File: src/common/rdrm_defs.vh
// constants for the reference-clock data rate meter
// assumes one system clock; included by bare name
`ifndef RDRM_DEFS_VH
`define RDRM_DEFS_VH

// reference_clock_in_config_reg field positions
`define RDRM_CFG_LOCK_BIT     0
`define RDRM_CFG_FINE_BIT     1
`define RDRM_CFG_RANGE_LO     6
`define RDRM_CFG_RANGE_HI     7
// action_control_reg field position
`define RDRM_ACT_RESTART_BIT  3
// result layout
`define RDRM_RESULT_W         23
`define RDRM_BASE_SHIFT       14
// timing
`define RDRM_CLK_MHZ          200
`define RDRM_MEAS_TIME_MS     80
`define RDRM_MEAS_CYCLES      (`RDRM_MEAS_TIME_MS * 1000 * `RDRM_CLK_MHZ)
// measurement shaping
`define RDRM_AVG_SHIFT        6
`define RDRM_DATA_DIV_LOG2    6
`define RDRM_RESULT_RESET     23'h00_0000

`endif

File: src/design/rdrm_sync_edge.v
// two-flop synchroniser with rising and falling edge pulses
// assumes the input is asynchronous to i_clk
`timescale 1ns/1ps
module rdrm_sync_edge (
  input  wire i_clk,    // system clock
  input  wire i_rst_n,  // async reset, active low
  input  wire i_async,  // pin level
  output wire o_level,  // synchronised level
  output wire o_rise,   // one-cycle pulse on rise
  output wire o_fall    // one-cycle pulse on fall
);
  reg meta_q;
  reg sync_q;
  reg prev_q;

  // first flop feeds only the second; edges compare second and third
  always @(posedge i_clk or negedge i_rst_n) begin
    if (!i_rst_n) begin
      meta_q <= 1'b0;
      sync_q <= 1'b0;
      prev_q <= 1'b0;
    end else begin
      meta_q <= i_async;
      sync_q <= meta_q;
      prev_q <= sync_q;
    end
  end

  assign o_level = sync_q;
  assign o_rise  = sync_q & ~prev_q;
  assign o_fall  = ~sync_q & prev_q;
endmodule

File: src/design/rdrm_top.v
// reference-clock lock control and fine data rate meter
// assumes register contents arrive as levels on i_clk, the reference
// clock and lock-lost flag arrive as pins, data ticks are on i_clk
`timescale 1ns/1ps
`include "rdrm_defs.vh"
module rdrm_top #(
  parameter MEAS_CYCLES   = `RDRM_MEAS_CYCLES,    // least run time
  parameter AVG_SHIFT     = `RDRM_AVG_SHIFT,      // window averaging
  parameter DATA_DIV_LOG2 = `RDRM_DATA_DIV_LOG2   // bits per data tick
) (
  input  wire        i_clk,                 // 200 MHz system clock
  input  wire        i_rst_n,               // async reset, active low
  input  wire [7:0]  i_reference_clock_in_config,       // reference_clock_in_config_reg value
  input  wire [7:0]  i_action_control,      // action_control_reg value
  input  wire        i_reference_clock_in,  // reference clock pin
  input  wire        i_lock_lost_flag,      // lock lost from cdr core
  input  wire        i_data_tick,           // one per 2^div data bits
  output reg         o_lock_to_ref,         // lock-to-reference active
  output reg  [1:0]  o_ref_div_sel,         // reference divider code
  output reg         o_relock_req,          // relock pulse to cdr core
  output reg         o_clk_hold,            // keep output clock stable
  output reg         o_meas_done,           // completion flag
  output reg         o_meas_busy,           // measurement running
  output reg  [7:0]  o_rate_result_high,    // result bits 22..16
  output reg  [7:0]  o_rate_result_mid,     // result bits 15..8
  output reg  [7:0]  o_rate_result_low      // result bits 7..0
);
  // the reference counter must reach 2^(14+3+avg), which sets its top bit;
  // the data counter is wide enough never to wrap inside a window
  localparam REF_W  = `RDRM_BASE_SHIFT + 3 + AVG_SHIFT + 1;
  localparam DATA_W = 40;
  localparam TMR_W  = 32;
  localparam [TMR_W-1:0] MEAS_LAST = MEAS_CYCLES - 1;

  // idle waits for a restart; arm waits for a reference edge so that
  // the window always opens on an edge and the count is not short by one
  localparam [1:0] ST_IDLE = 2'b00;
  localparam [1:0] ST_ARM  = 2'b01;
  localparam [1:0] ST_RUN  = 2'b10;

  wire ref_rise;
  wire lol_level;
  wire lol_rise;

  reg  [1:0]        state_q;
  reg  [1:0]        state_d;
  reg               lock_en_prev_q;
  reg               restart_prev_q;
  reg  [REF_W-1:0]  ref_cnt_q;
  reg  [DATA_W-1:0] data_cnt_q;
  reg  [TMR_W-1:0]  tmr_q;
  reg  [1:0]        range_q;

  // reference clock is sampled as a pin; its rises are counted
  rdrm_sync_edge u_ref_sync (
    .i_clk   (i_clk),
    .i_rst_n (i_rst_n),
    .i_async (i_reference_clock_in),
    .o_level (),
    .o_rise  (ref_rise),
    .o_fall  ()
  );

  // lock-lost flag synchronised; its rise triggers a relock
  rdrm_sync_edge u_lol_sync (
    .i_clk   (i_clk),
    .i_rst_n (i_rst_n),
    .i_async (i_lock_lost_flag),
    .o_level (lol_level),
    .o_rise  (lol_rise),
    .o_fall  ()
  );

  // mode decode, both enables together runs neither
  // an unsupported code idles both paths, so nothing is left half-started
  wire lock_bit = i_reference_clock_in_config[`RDRM_CFG_LOCK_BIT];
  wire fine_bit = i_reference_clock_in_config[`RDRM_CFG_FINE_BIT];
  wire lock_mode = lock_bit & ~fine_bit;
  wire fine_mode = fine_bit & ~lock_bit;
  wire [1:0] range =
    i_reference_clock_in_config[`RDRM_CFG_RANGE_HI:`RDRM_CFG_RANGE_LO];
  wire lock_cmd = lock_bit & ~lock_en_prev_q;
  wire restart_bit = i_action_control[`RDRM_ACT_RESTART_BIT];
  wire restart = restart_prev_q & ~restart_bit;

  // window length in reference edges is 2^(14+range+avg)
  wire [REF_W-1:0] ref_target =
    {{(REF_W-1){1'b0}}, 1'b1} << (`RDRM_BASE_SHIFT + range_q + AVG_SHIFT);
  wire win_done = (ref_cnt_q >= ref_target);
  wire tmr_done = (tmr_q >= MEAS_LAST);
  // a restart seen in the finishing cycle throws that window away: the
  // host asked for a fresh measurement, so done must read 0 while it runs
  // and the old result must not be replaced by a discarded one
  wire finish = (state_q == ST_RUN) & win_done & tmr_done & ~restart;

  // data bits seen in the window, scaled back by the averaging
  wire [DATA_W-1:0] bits_scaled =
    (data_cnt_q << DATA_DIV_LOG2) >> AVG_SHIFT;
  wire over = |bits_scaled[DATA_W-1:`RDRM_RESULT_W];
  wire [`RDRM_RESULT_W-1:0] result = over ? {`RDRM_RESULT_W{1'b1}} :
    bits_scaled[`RDRM_RESULT_W-1:0];

  // edge history of the written control bits
  always @(posedge i_clk or negedge i_rst_n) begin
    if (!i_rst_n) begin
      lock_en_prev_q <= 1'b0;
      restart_prev_q <= 1'b0;
    end else begin
      lock_en_prev_q <= lock_bit;
      restart_prev_q <= restart_bit;
    end
  end

  // lock-to-reference control, independent of measurement
  // relock pulse and hold level go to the recovery core outside; hold
  // keeps its clock steady while lock is being regained
  always @(posedge i_clk or negedge i_rst_n) begin
    if (!i_rst_n) begin
      o_lock_to_ref <= 1'b0;
      o_ref_div_sel <= 2'b00;
      o_relock_req  <= 1'b0;
      o_clk_hold    <= 1'b0;
    end else begin
      o_lock_to_ref <= lock_mode;
      o_ref_div_sel <= range;
      o_relock_req  <= lock_mode & (lol_rise | lock_cmd);
      o_clk_hold    <= lock_mode & lol_level;
    end
  end

  // measurement sequencer
  // a restart in any busy state starts over from arm
  always @* begin
    state_d = state_q;
    case (state_q)
      ST_IDLE: begin
        if (fine_mode & restart)
          state_d = ST_ARM;
      end
      ST_ARM: begin
        if (!fine_mode)
          state_d = ST_IDLE;
        else if (ref_rise)
          state_d = ST_RUN;
      end
      ST_RUN: begin
        if (!fine_mode)
          state_d = ST_IDLE;
        else if (restart)
          state_d = ST_ARM;
        else if (finish)
          state_d = ST_IDLE;
      end
      default: state_d = ST_IDLE;
    endcase
  end

  // counters: reference edges, data ticks, least run time
  // they clear outside a run so every window starts from zero; the range
  // is latched as the run starts, so a later write waits for the next run
  always @(posedge i_clk or negedge i_rst_n) begin
    if (!i_rst_n) begin
      state_q    <= ST_IDLE;
      ref_cnt_q  <= {REF_W{1'b0}};
      data_cnt_q <= {DATA_W{1'b0}};
      tmr_q      <= {TMR_W{1'b0}};
      range_q    <= 2'b00;
    end else begin
      state_q <= state_d;
      if (state_q != ST_RUN) begin
        ref_cnt_q  <= {REF_W{1'b0}};
        data_cnt_q <= {DATA_W{1'b0}};
        tmr_q      <= {TMR_W{1'b0}};
        range_q    <= range;
      end else begin
        if (ref_rise & ~win_done)
          ref_cnt_q <= ref_cnt_q + {{(REF_W-1){1'b0}}, 1'b1};
        if (i_data_tick & ~win_done)
          data_cnt_q <= data_cnt_q + {{(DATA_W-1){1'b0}}, 1'b1};
        if (!tmr_done)
          tmr_q <= tmr_q + {{(TMR_W-1){1'b0}}, 1'b1};
      end
    end
  end

  // done flag and held result bytes; a restart beats a late completion
  // bytes change only on completion, so three reads taken after the flag
  // rises always belong to one measurement
  always @(posedge i_clk or negedge i_rst_n) begin
    if (!i_rst_n) begin
      o_meas_done        <= 1'b0;
      o_meas_busy        <= 1'b0;
      o_rate_result_high <= 8'h00;
      o_rate_result_mid  <= 8'h00;
      o_rate_result_low  <= 8'h00;
    end else begin
      o_meas_busy <= (state_d != ST_IDLE);
      if (finish) begin
        o_meas_done        <= 1'b1;
        o_rate_result_high <= {1'b0, result[22:16]};
        o_rate_result_mid  <= result[15:8];
        o_rate_result_low  <= result[7:0];
      end else if (fine_mode & restart) begin
        o_meas_done <= 1'b0;
      end
      // result bytes otherwise keep their value
    end
  end

endmodule

File: config.mk
export PLATFORM = sky130hd
export DESIGN_NAME = rdrm_top
export DESIGN_NICKNAME = d
export VERILOG_FILES = /design/src/design/rdrm_sync_edge.v /design/src/design/rdrm_top.v
export VERILOG_INCLUDE_DIRS = /design/src /design/src/common
export SDC_FILE = /design/constraint.sdc
export NUM_CORES = 1
export LEC_CHECK = 0
export ABC_AREA = 1
export BUFFER_PORTS_ARGS = -buffer_cell sky130_fd_sc_hd__buf_2
export CAP_MARGIN = 20
export CORE_MARGIN = 2
export CORE_UTILIZATION = 36
export DETAILED_ROUTE_END_ITERATION = 10
export GPL_ROUTABILITY_DRIVEN = 0
export SYNTH_ARGS = -nofsm -noshare
export SYNTH_HDL_FRONTEND = slang
export SYNTH_HIERARCHICAL = 1
export SYNTH_SLANG_ARGS = --single-unit
File: constraint.sdc
create_clock -name i_clk -period 1.9 [get_ports i_clk]
set_input_delay 0.38 -clock i_clk [delete_from_list [all_inputs] [get_ports i_clk]]
set_output_delay 0.38 -clock i_clk [all_outputs]
set_load 0.05 [all_outputs]
; Yosys cells after proc, flatten, opt, wreduce, memory -nomap -nowiden
; Index checks and enable logic that the tools add are counted.
; Widths: inputs -> output; s select.
[totals]
register_bits = 138
in_bits = 21
output_inout_bits = 31
word_cells = 79
[op_classes]
n_addsub = 5
n_lt_le_gt_ge = 2
n_eq_ne = 4
shift = 1
n_mux = 16
bitwise_logic = 23
n_reduce_logical = 6
[ops]
columns = cell, n
row1 = $mux 40, 2
row2 = $mux 32, 2
row3 = $mux 24, 2
row4 = $add 40x1->40 const B, 1
row5 = $add 32x1->32 const B, 1
row6 = $ge 32x24->1 const B, 1
row7 = $add 24x1->24 const B, 1
row8 = $ge 24x24->1, 1
row9 = $shl 1x6->24 const A, 1
row10 = $mux 23, 1
row11 = $and 1x1->1, 14
row12 = $mux 2, 6
row13 = $reduce_or 11->1, 1
row14 = $not 1->1, 8
row15 = $reduce_bool 2->1, 4
row16 = $add 5x3->6 const B, 1
row17 = $pmux 2 s3, 1
row18 = $add 4x2->5 const A, 1
row19 = $eq 2x1->1 const B, 1
row20 = $eq 2x2->1 const B, 1
row21 = $logic_not 2->1, 1
row22 = $mux 1, 2
row23 = $ne 2x1->1 const B, 1
row24 = $ne 2x2->1 const B, 1
row25 = $or 1x1->1, 1

; Longest topological paths before layout
; Gate-level depths: netlist of the first run.
[depth]
word_depth = 12
depth_mapped = 17
mapped_depth_nobuf = 16

; Cells and area by module
; Netlist of the first run, hierarchy kept.
[modules_own_cells]
columns = module, n_inst, cells_per_inst, area_each_um2, seq_area_each_um2
row1 = rdrm_top, 1, 994, 7201.9, 3153.0
row2 = rdrm_sync_edge, 2, 7, 90.1, 75.1

; Least setup slack after synthesis of the first run
; Ideal clock, no wire load.
[synth_timing]
path_kind = reg2reg
from = register range_q[1]
to = register o_rate_result_high[1]
setup_time_ps = 122
arrival_ps = 1832
path_slack_ps = -54
path_stages_with_launch = 17
cell_sequence = dfrtp_1 -> inv_1 -> nand2_1 -> ha_1 -> nand2_1 -> inv_1 -> nand2_1 -> nor2_1 -> nand2_1 -> nand3_4 -> nand2_1 -> inv_1 -> nand3_2 -> buf_6 -> buf_6 -> nand2_1 -> o21ai_1
[synth_via]
elab_chain_len = 7
[synth_lines]
columns = element, line_no
row1 = start: declaration, rdrm_top.v:52  ; reg [1:0] range_q;
row2 = start signal: assignment, rdrm_top.v:174  ; range_q <= range;
row3 = $add 4x2->5 (no line), n/a
row4 = $add 5x3->6 (no line), n/a
row5 = $shl 1x6->24, rdrm_top.v:88  ; {{(REF_W-1){1'b0}}, 1'b1} << (`RDRM_BASE_SHIFT + range_q + AVG_SHIFT);
row6 = $ge 24x24->1, rdrm_top.v:89  ; wire win_done = (ref_cnt_q >= ref_target);
row7 = $and 1x1->1 (3 in series), rdrm_top.v:94  ; wire finish = (state_q == ST_RUN) & win_done & tmr_done & ~restart;
row8 = end signal: assignment, rdrm_top.v:200  ; o_rate_result_high <= {1'b0, result[22:16]};
row9 = end: declaration, rdrm_top.v:24  ; output reg [7:0] o_rate_result_high,
; Every way passes these cells.
; A chain may end at the register's enable or synchronous reset.

; Worst setup path after layout of the first run
[layout_timing]
from = register range_q[0]
to = register o_rate_result_low[3]
[layout_via]
elab_chain_len = 7
[layout_lines]
columns = element, line_no
row1 = $add 4x2->5 (no line), n/a
row2 = $add 5x3->6 (no line), n/a
row3 = $shl 1x6->24, rdrm_top.v:88
row4 = $ge 24x24->1, rdrm_top.v:89
row5 = $and 1x1->1 (3 in series), rdrm_top.v:94
row6 = end signal: assignment, rdrm_top.v:202  ; o_rate_result_low <= result[7:0];
row7 = end: declaration, rdrm_top.v:26  ; output reg [7:0] o_rate_result_low
; Every way passes these cells.

==> results of run 1 <==
## registers in the layout, summed over array words and instances (netlist names), 2 cells and up
name / count
range_q: 2
ref_cnt_q: 24
o_rate_result_high: 7
tmr_q: 32
o_rate_result_mid: 8
o_rate_result_low: 8
state_q: 2
o_ref_div_sel: 2
data_cnt_q: 34
## where the power goes
part           leakage, uW  internal, uW  switching, uW  total (uW)
Clock             0.000262          1710           1230        2940
Sequential         0.00181          2830           7.59        2840
Combinational      0.00229           116            193         310
Total              0.00437          4660           1430        6090
## per-layer routing
metal	GRT usage, %	vias to the layer above	routed length, um	part of all wire [%]
li1	-	3462	-	-
met1	25.94	3249	9664	50
met2	27.36	144	8901	46
met3	3.043	23	699	3.6
met4	6.490	0	257	1.3
met5	0	-	0	0
## worst max-delay path, cell delays in order, from the launching register on
cell and delay, ns:
dfrtp_1 0.42, inv_2 0.10, nand2_2 0.07, ha_4 0.27, nand2_4 0.04, inv_2 0.05
nand2_2 0.06, nor2_4 0.13, nand2_2 0.09, nand3_4 0.11, buf_6 0.12, nand2_2 0.04
inv_2 0.06, nand3_4 0.09, clkbuf_16 0.19, clkbuf_16 0.16, nand2_4 0.05, o21ai_2 0.04
## worst min-delay path by stage
stage | endpoint | slack, ns | depth (start not counted)
3_3_place_gp | o_ref_div_sel[1] | 0.22 | 1
5_1_grt | u_ref_sync/meta_q | 0.04 | 1
4_1_cts | u_lol_sync/meta_q | 0.04 | 1
3_5_place_dp | o_ref_div_sel[1] | 0.22 | 1
6_report | u_lol_sync/meta_q | 0.06 | 1
2_1_floorplan | data_cnt_q[0] | 0.08 | 0
## per-stage QoR
step           TNS (ns)  cell area (um2)  total power, uW  hold WS, ns
4_1_cts          -15.33             9037             6127      0.04447
3_5_place_dp     -14.07             8323             3107       0.2193
5_1_grt          -29.14             9547             6303      0.04454
6_report         -18.16             9547             6090      0.05591
3_3_place_gp     -9.268             8323             3105       0.2216
2_1_floorplan   -0.7728             7367             2980      0.08441
## timing repair
action                                  CTS  global route
endpoints found under the setup margin   84            94
gates cloned                              2             8
hold buffers                              1             0
endpoints found under the hold margin    10             0
pin swaps                                11            12
resized for setup                        31           100
buffers inserted                          6             5
## cell type report
type | count | area [um2] | share of cell area (%)
repair buffers | 123 | 1165 | 12.20
clock inverters | 10 | 60.06 | 0.6291
inverters | 126 | 478.0 | 5.007
multi-input cells | 717 | 3742 | 39.20
well taps | 270 | 337.8 | 3.539
clock buffers | 21 | 460.4 | 4.823
flip-flops and latches | 132 | 3303 | 34.60
==> impl_metrics.json, run 1 <==
{
  "p_leak_uw": 0.004366,
  "cts_tree": "yes",
  "dieWidth_um": 147.1,
  "nFillCells": 2092,
  "dp.cells": 1346,
  "antenna_found_initial": 0,
  "r2r_cells": 17,
  "ant_nets": 0,
  "drc": 0,
  "core-area_mm2": 0.02017,
  "final_cells": 1399,
  "io_pins": 52,
  "yosysWarnings": 6,
  "cts_root_buf": "clkbuf_16",
  "worstSetupPathType": "register to register",
  "diodes": 0,
  "clockBufferDepth": 2,
  "fmax_ghz": 0.4571,
  "syn2layout_area_growth_pct": 29.59,
  "cts_buffers": 17,
  "clock_sinks": 132,
  "vias": 6878,
  "drt-pass1-iter-count": 5,
  "cts.reportedPaths.clkPinSlew_ns": 0.06,
  "critPathCapture": "o_rate_result_low[3]",
  "h-tree-depth": 4,
  "ir_worst_vdd_mv": 0.6307,
  "grt_first_pass_wirelength_um": 31680,
  "grt_max_degree": 54,
  "start_util_pct": 36.53,
  "clock_skew_ns": 0.01655,
  "fin_util_pct": 47.33,
  "grt_use_total_pct": 18.01,
  "hp-class": "input pin to register",
  "synth_area_per_cell_um2": 7.338,
  "min_period_ns": 2.188,
  "avgRoutedWirePerCell_um": 13.95,
  "setup.worst_path.end_class": "register",
  "failed_checks": "setup timing",
  "drtIter0Drc": 436,
  "crit_arrival_ns": 2.50,
  "setup_ws_ns": -0.2879,
  "rsz0062_at_grt": "yes",
  "wl_um": 19520,
  "die_y_um": 147.1,
  "std_cell_rows": 52,
  "finalSetupViolCount": 82,
  "period_share_pct": 115.2,
  "worstReg2RegEnd": "o_rate_result_low[3]",
  "dp.final_hpwl_um": 13120,
  "r2r_slack_ns": -0.29,
  "most-common-layout-cells": "nand2_1 (238), nor2_1 (138), dfrtp_1 (132)",
  "routed_via_density": 4.916,
  "finalHoldViolations": 0,
  "syn-instance-count": 1004,
  "drive_above_1_share_pct": 21.08,
  "final_common_cell": "nand2_1",
  "max_cap_viol_count": 0,
  "io_buffers": 39,
  "clk_latency_ns": 0.43,
  "powerDensity_mw_per_mm2": 637.9,
  "crit_path_start": "range_q[0]",
  "hold_start": "i_lock_lost_flag",
  "die_area_mm2": 0.02162,
  "r2r_start": "range_q[0]",
  "synth_fp_nets": 1033,
  "worst_setup_path_start_kind": "register",
  "worst-endpoint-required_ns": 2.21,
  "grt_pass1_vias": 6438,
  "status": "complete, but fails checks",
  "maxSlewViolCount": 0,
  "nNetsFinal": 1146,
  "grt-ovfl-total": 0,
  "pre_cts_slack_ns": -0.2608,
  "netlist_area_mm2": 0.007367,
  "crit_path_max_fanout": 5
}
No activity file was read; power rests on OpenSTA's default activity.
==> inputs of run 2 (changes only) <==
--- a/config.mk
+++ b/config.mk
@@ -11,6 +11,7 @@
 export CAP_MARGIN = 20
 export CORE_MARGIN = 2
 export CORE_UTILIZATION = 36
+export CTS_BUF_LIST = sky130_fd_sc_hd__clkbuf_8
 export DETAILED_ROUTE_END_ITERATION = 10
 export GPL_ROUTABILITY_DRIVEN = 0
 export SYNTH_ARGS = -nofsm -noshare
==> impl_metrics.json, run 2 (synthesis gave the netlist of run 1 again) <==
{
  "diodes": 0,
  "worst-endpoint-required_ns": 2.24,
  "wl_met1_um": 9162,
  "final_common_cell": "nand2_1",
  "p_leak_uw": 0.004154,
  "grt_pass1_vias": 6373,
  "intPower_uw": 3852,
  "grt_max_degree": 54,
  "wl_um": 18280,
  "cts.reportedPaths.clkPinSlew_ns": 0.08,
  "die_area_mm2": 0.02162,
  "worstSetupPathType": "register to register",
  "routed_via_density": 4.830,
  "dp.final_hpwl_um": 13120,
  "clock_sinks": 132,
  "hp-class": "input pin to register",
  "ant_nets": 0,
  "drc": 0,
  "hold_start": "i_lock_lost_flag",
  "cts_tree": "yes",
  "syn2layout_area_growth_pct": 22.23,
  "io_pins": 52,
  "finalSetupViolCount": 84,
  "topRoutingLayerUsed": "met4",
  "core-area_mm2": 0.02017,
  "critPathSlowestCell": "dfrtp_1",
  "crit_path_start": "range_q[0]",
  "dp.cells": 1346,
  "r2r_start": "range_q[0]",
  "min_period_ns": 2.106,
  "maxSlewViolCount": 0,
  "p_seq_share_pct": 55.0,
  "finalHoldViolations": 0,
  "drtIter0Drc": 421,
  "fin_setup_tns_ns": -11.97,
  "crit_chain": "inv_2 > nand2_2 > ha_4 > nand2_2 > inv_2 > nand2_2 > nand2_2 > nor2_4 > nand3_4 > buf_12 > nor2_8 > buf_6 > nand2_4 > o21ai_2 > nor2_1",
  "h-tree-depth": 4,
  "grt-ovfl-total": 0,
  "ir_worst_vdd_mv": 0.4089,
  "avgRoutedWirePerCell_um": 13.20,
  "grt_first_pass_wirelength_um": 31240,
  "antenna_found_initial": 0,
  "worst_path_most_repeated_cell": "nand2_2",
  "share_comb_of_total_power_pct": 5.3,
  "io_buffers": 39,
  "dieWidth_um": 147.1,
  "critPathBufInv": 4,
  "std_cell_rows": 52,
  "setup.worst_path.end_class": "register",
  "slowest_delay_ns": 0.42,
  "clk_latency_ns": 0.45,
  "cts_buffers": 17,
  "power.total_uw": 5148,
  "start_util_pct": 36.53,
  "largest_register_ffs": 34,
  "critical-path-top-delay-family": "simple AND/OR/NAND/NOR gates",
  "status": "complete, but fails checks",
  "reg_top3": "data_cnt_q x34, tmr_q x32, ref_cnt_q x24",
  "drt-pass1-iter-count": 5,
  "p_clk_share_pct": 39.6,
  "grt_use_total_pct": 17.68,
  "cts_root_buf": "clkbuf_8",
  "clockBufferDepth": 2,
  "vias": 6689,
  "most-common-layout-cells": "nand2_1 (242), nor2_1 (137), dfrtp_1 (132)",
  "max_cap_viol_count": 0,
  "clock_skew_ns": 0.009459,
  "setup_ws_ns": -0.2059,
  "switchingPower_uw": 1296,
  "fmax_ghz": 0.4748,
  "die_y_um": 147.1,
  "swShare_pct": 25.17,
  "crit_arrival_ns": 2.44,
  "rsz0062_at_grt": "yes",
  "wl_met2_um": 8195,
  "worst_setup_path_start_kind": "register",
  "final_cells": 1385,
  "failed_checks": "setup timing",
  "nNetsFinal": 1132,
  "met3_length_um": 654,
  "period_share_pct": 110.8,
  "powerDensity_mw_per_mm2": 571.7,
  "drive_above_1_share_pct": 19.01,
  "regMostFlops": "data_cnt_q",
  "crit_path_max_fanout": 7
}
-- run 2: cell types whose count changed in the layout (fill, tap and decap cells not counted), moves of 2 or more --
cell / previous run / this run
nand2_1: 238 / 242
o21ai_2: 16 / 10
buf_6: 13 / 9
clkbuf_1: 2 / 0
o21ai_1: 39 / 34
nand2_4: 10 / 4
inv_1: 114 / 116
o21ai_0: 29 / 40
nand2_2: 21 / 23
clkbuf_8: 2 / 19
clkbuf_16: 22 / 0
buf_16: 2 / 0
buf_12: 12 / 10
-- run 2: metrics by stage --
step                      utilization (%)  hold slack, ns  setup WS (ns)  cell area [um2]
after floorplan                         -         0.08441       -0.05318             7367
after global placement              41.27          0.2216        -0.1919             8323
after detailed placement            41.27          0.2193        -0.2608             8323
after CTS                           43.98         0.01053        -0.2330             8871
after global routing                44.65        0.008886        -0.3438             9005
final                               44.65         0.03765        -0.2059             9005
-- run 2: worst paths after layout --
path | endpoint | slack [ns] | depth (start not counted)
setup / recovery | ref_cnt_q[4] | -0.21 | 15
hold reg to reg | u_ref_sync/o_level | 0.35 | 0
setup reg to reg | ref_cnt_q[4] | -0.21 | 15
max in group asynchronous | u_lol_sync/o_level | 1.00 | 3
hold / removal | u_lol_sync/meta_q | 0.04 | 1
min in group asynchronous | ref_cnt_q[16] | 0.33 | 2
-- run 2: routing by layer --
layer  vias to the layer above  track usage (%)
met1                      3114            25.67
met3                        21            3.012
met2                       129            26.96
met5                         -                0
met4                         0            5.673
li1                       3425                -
-- run 2: timing repair --
action                     CTS  global route
hold endpoints to repair    17             0
pin swaps                   14            16
cloned                       2             0
setup endpoints to repair   84            96
setup buffers                6             2
resized for setup           36            62
hold buffers                 1             0
-- run 2: power by group through the flow --
| stage | Sequential, uW | Clock, uW | Combinational [uW] |
|---|---|---|---|
| 6_report | 2830 | 2040 | 275 |
| 5_1_grt | 2830 | 2220 | 303 |
| 4_1_cts | 2830 | 2110 | 288 |
| 3_5_place_dp | 2890 | 0 | 220 |
| 3_3_place_gp | 2890 | 0 | 218 |
| 2_1_floorplan | 2910 | 0 | 71.3 |
-- run 2: final cells by class --
| cell class | count | area, um2 |
|---|---|---|
| timing repair buffer | 109 | 892.1 |
| clock inverter | 12 | 67.56 |
| sequential | 132 | 3303 |
| inverter | 126 | 475.5 |
| tap | 270 | 337.8 |
| fill | 2157 | 11160 |
| clock buffer | 19 | 261.5 |
| multi-input combinational | 717 | 3667 |
-- run 2: worst reg2reg max path, cell delays in order, from the launching register on --
cell,delay [ns]
dfrtp_1,0.42
inv_2,0.09
nand2_2,0.07
ha_4,0.24
nand2_2,0.08
inv_2,0.04
nand2_2,0.05
nand2_2,0.06
nor2_4,0.13
nand3_4,0.12
buf_12,0.16
nor2_8,0.17
buf_6,0.15
nand2_4,0.05
o21ai_2,0.11
nor2_1,0.06
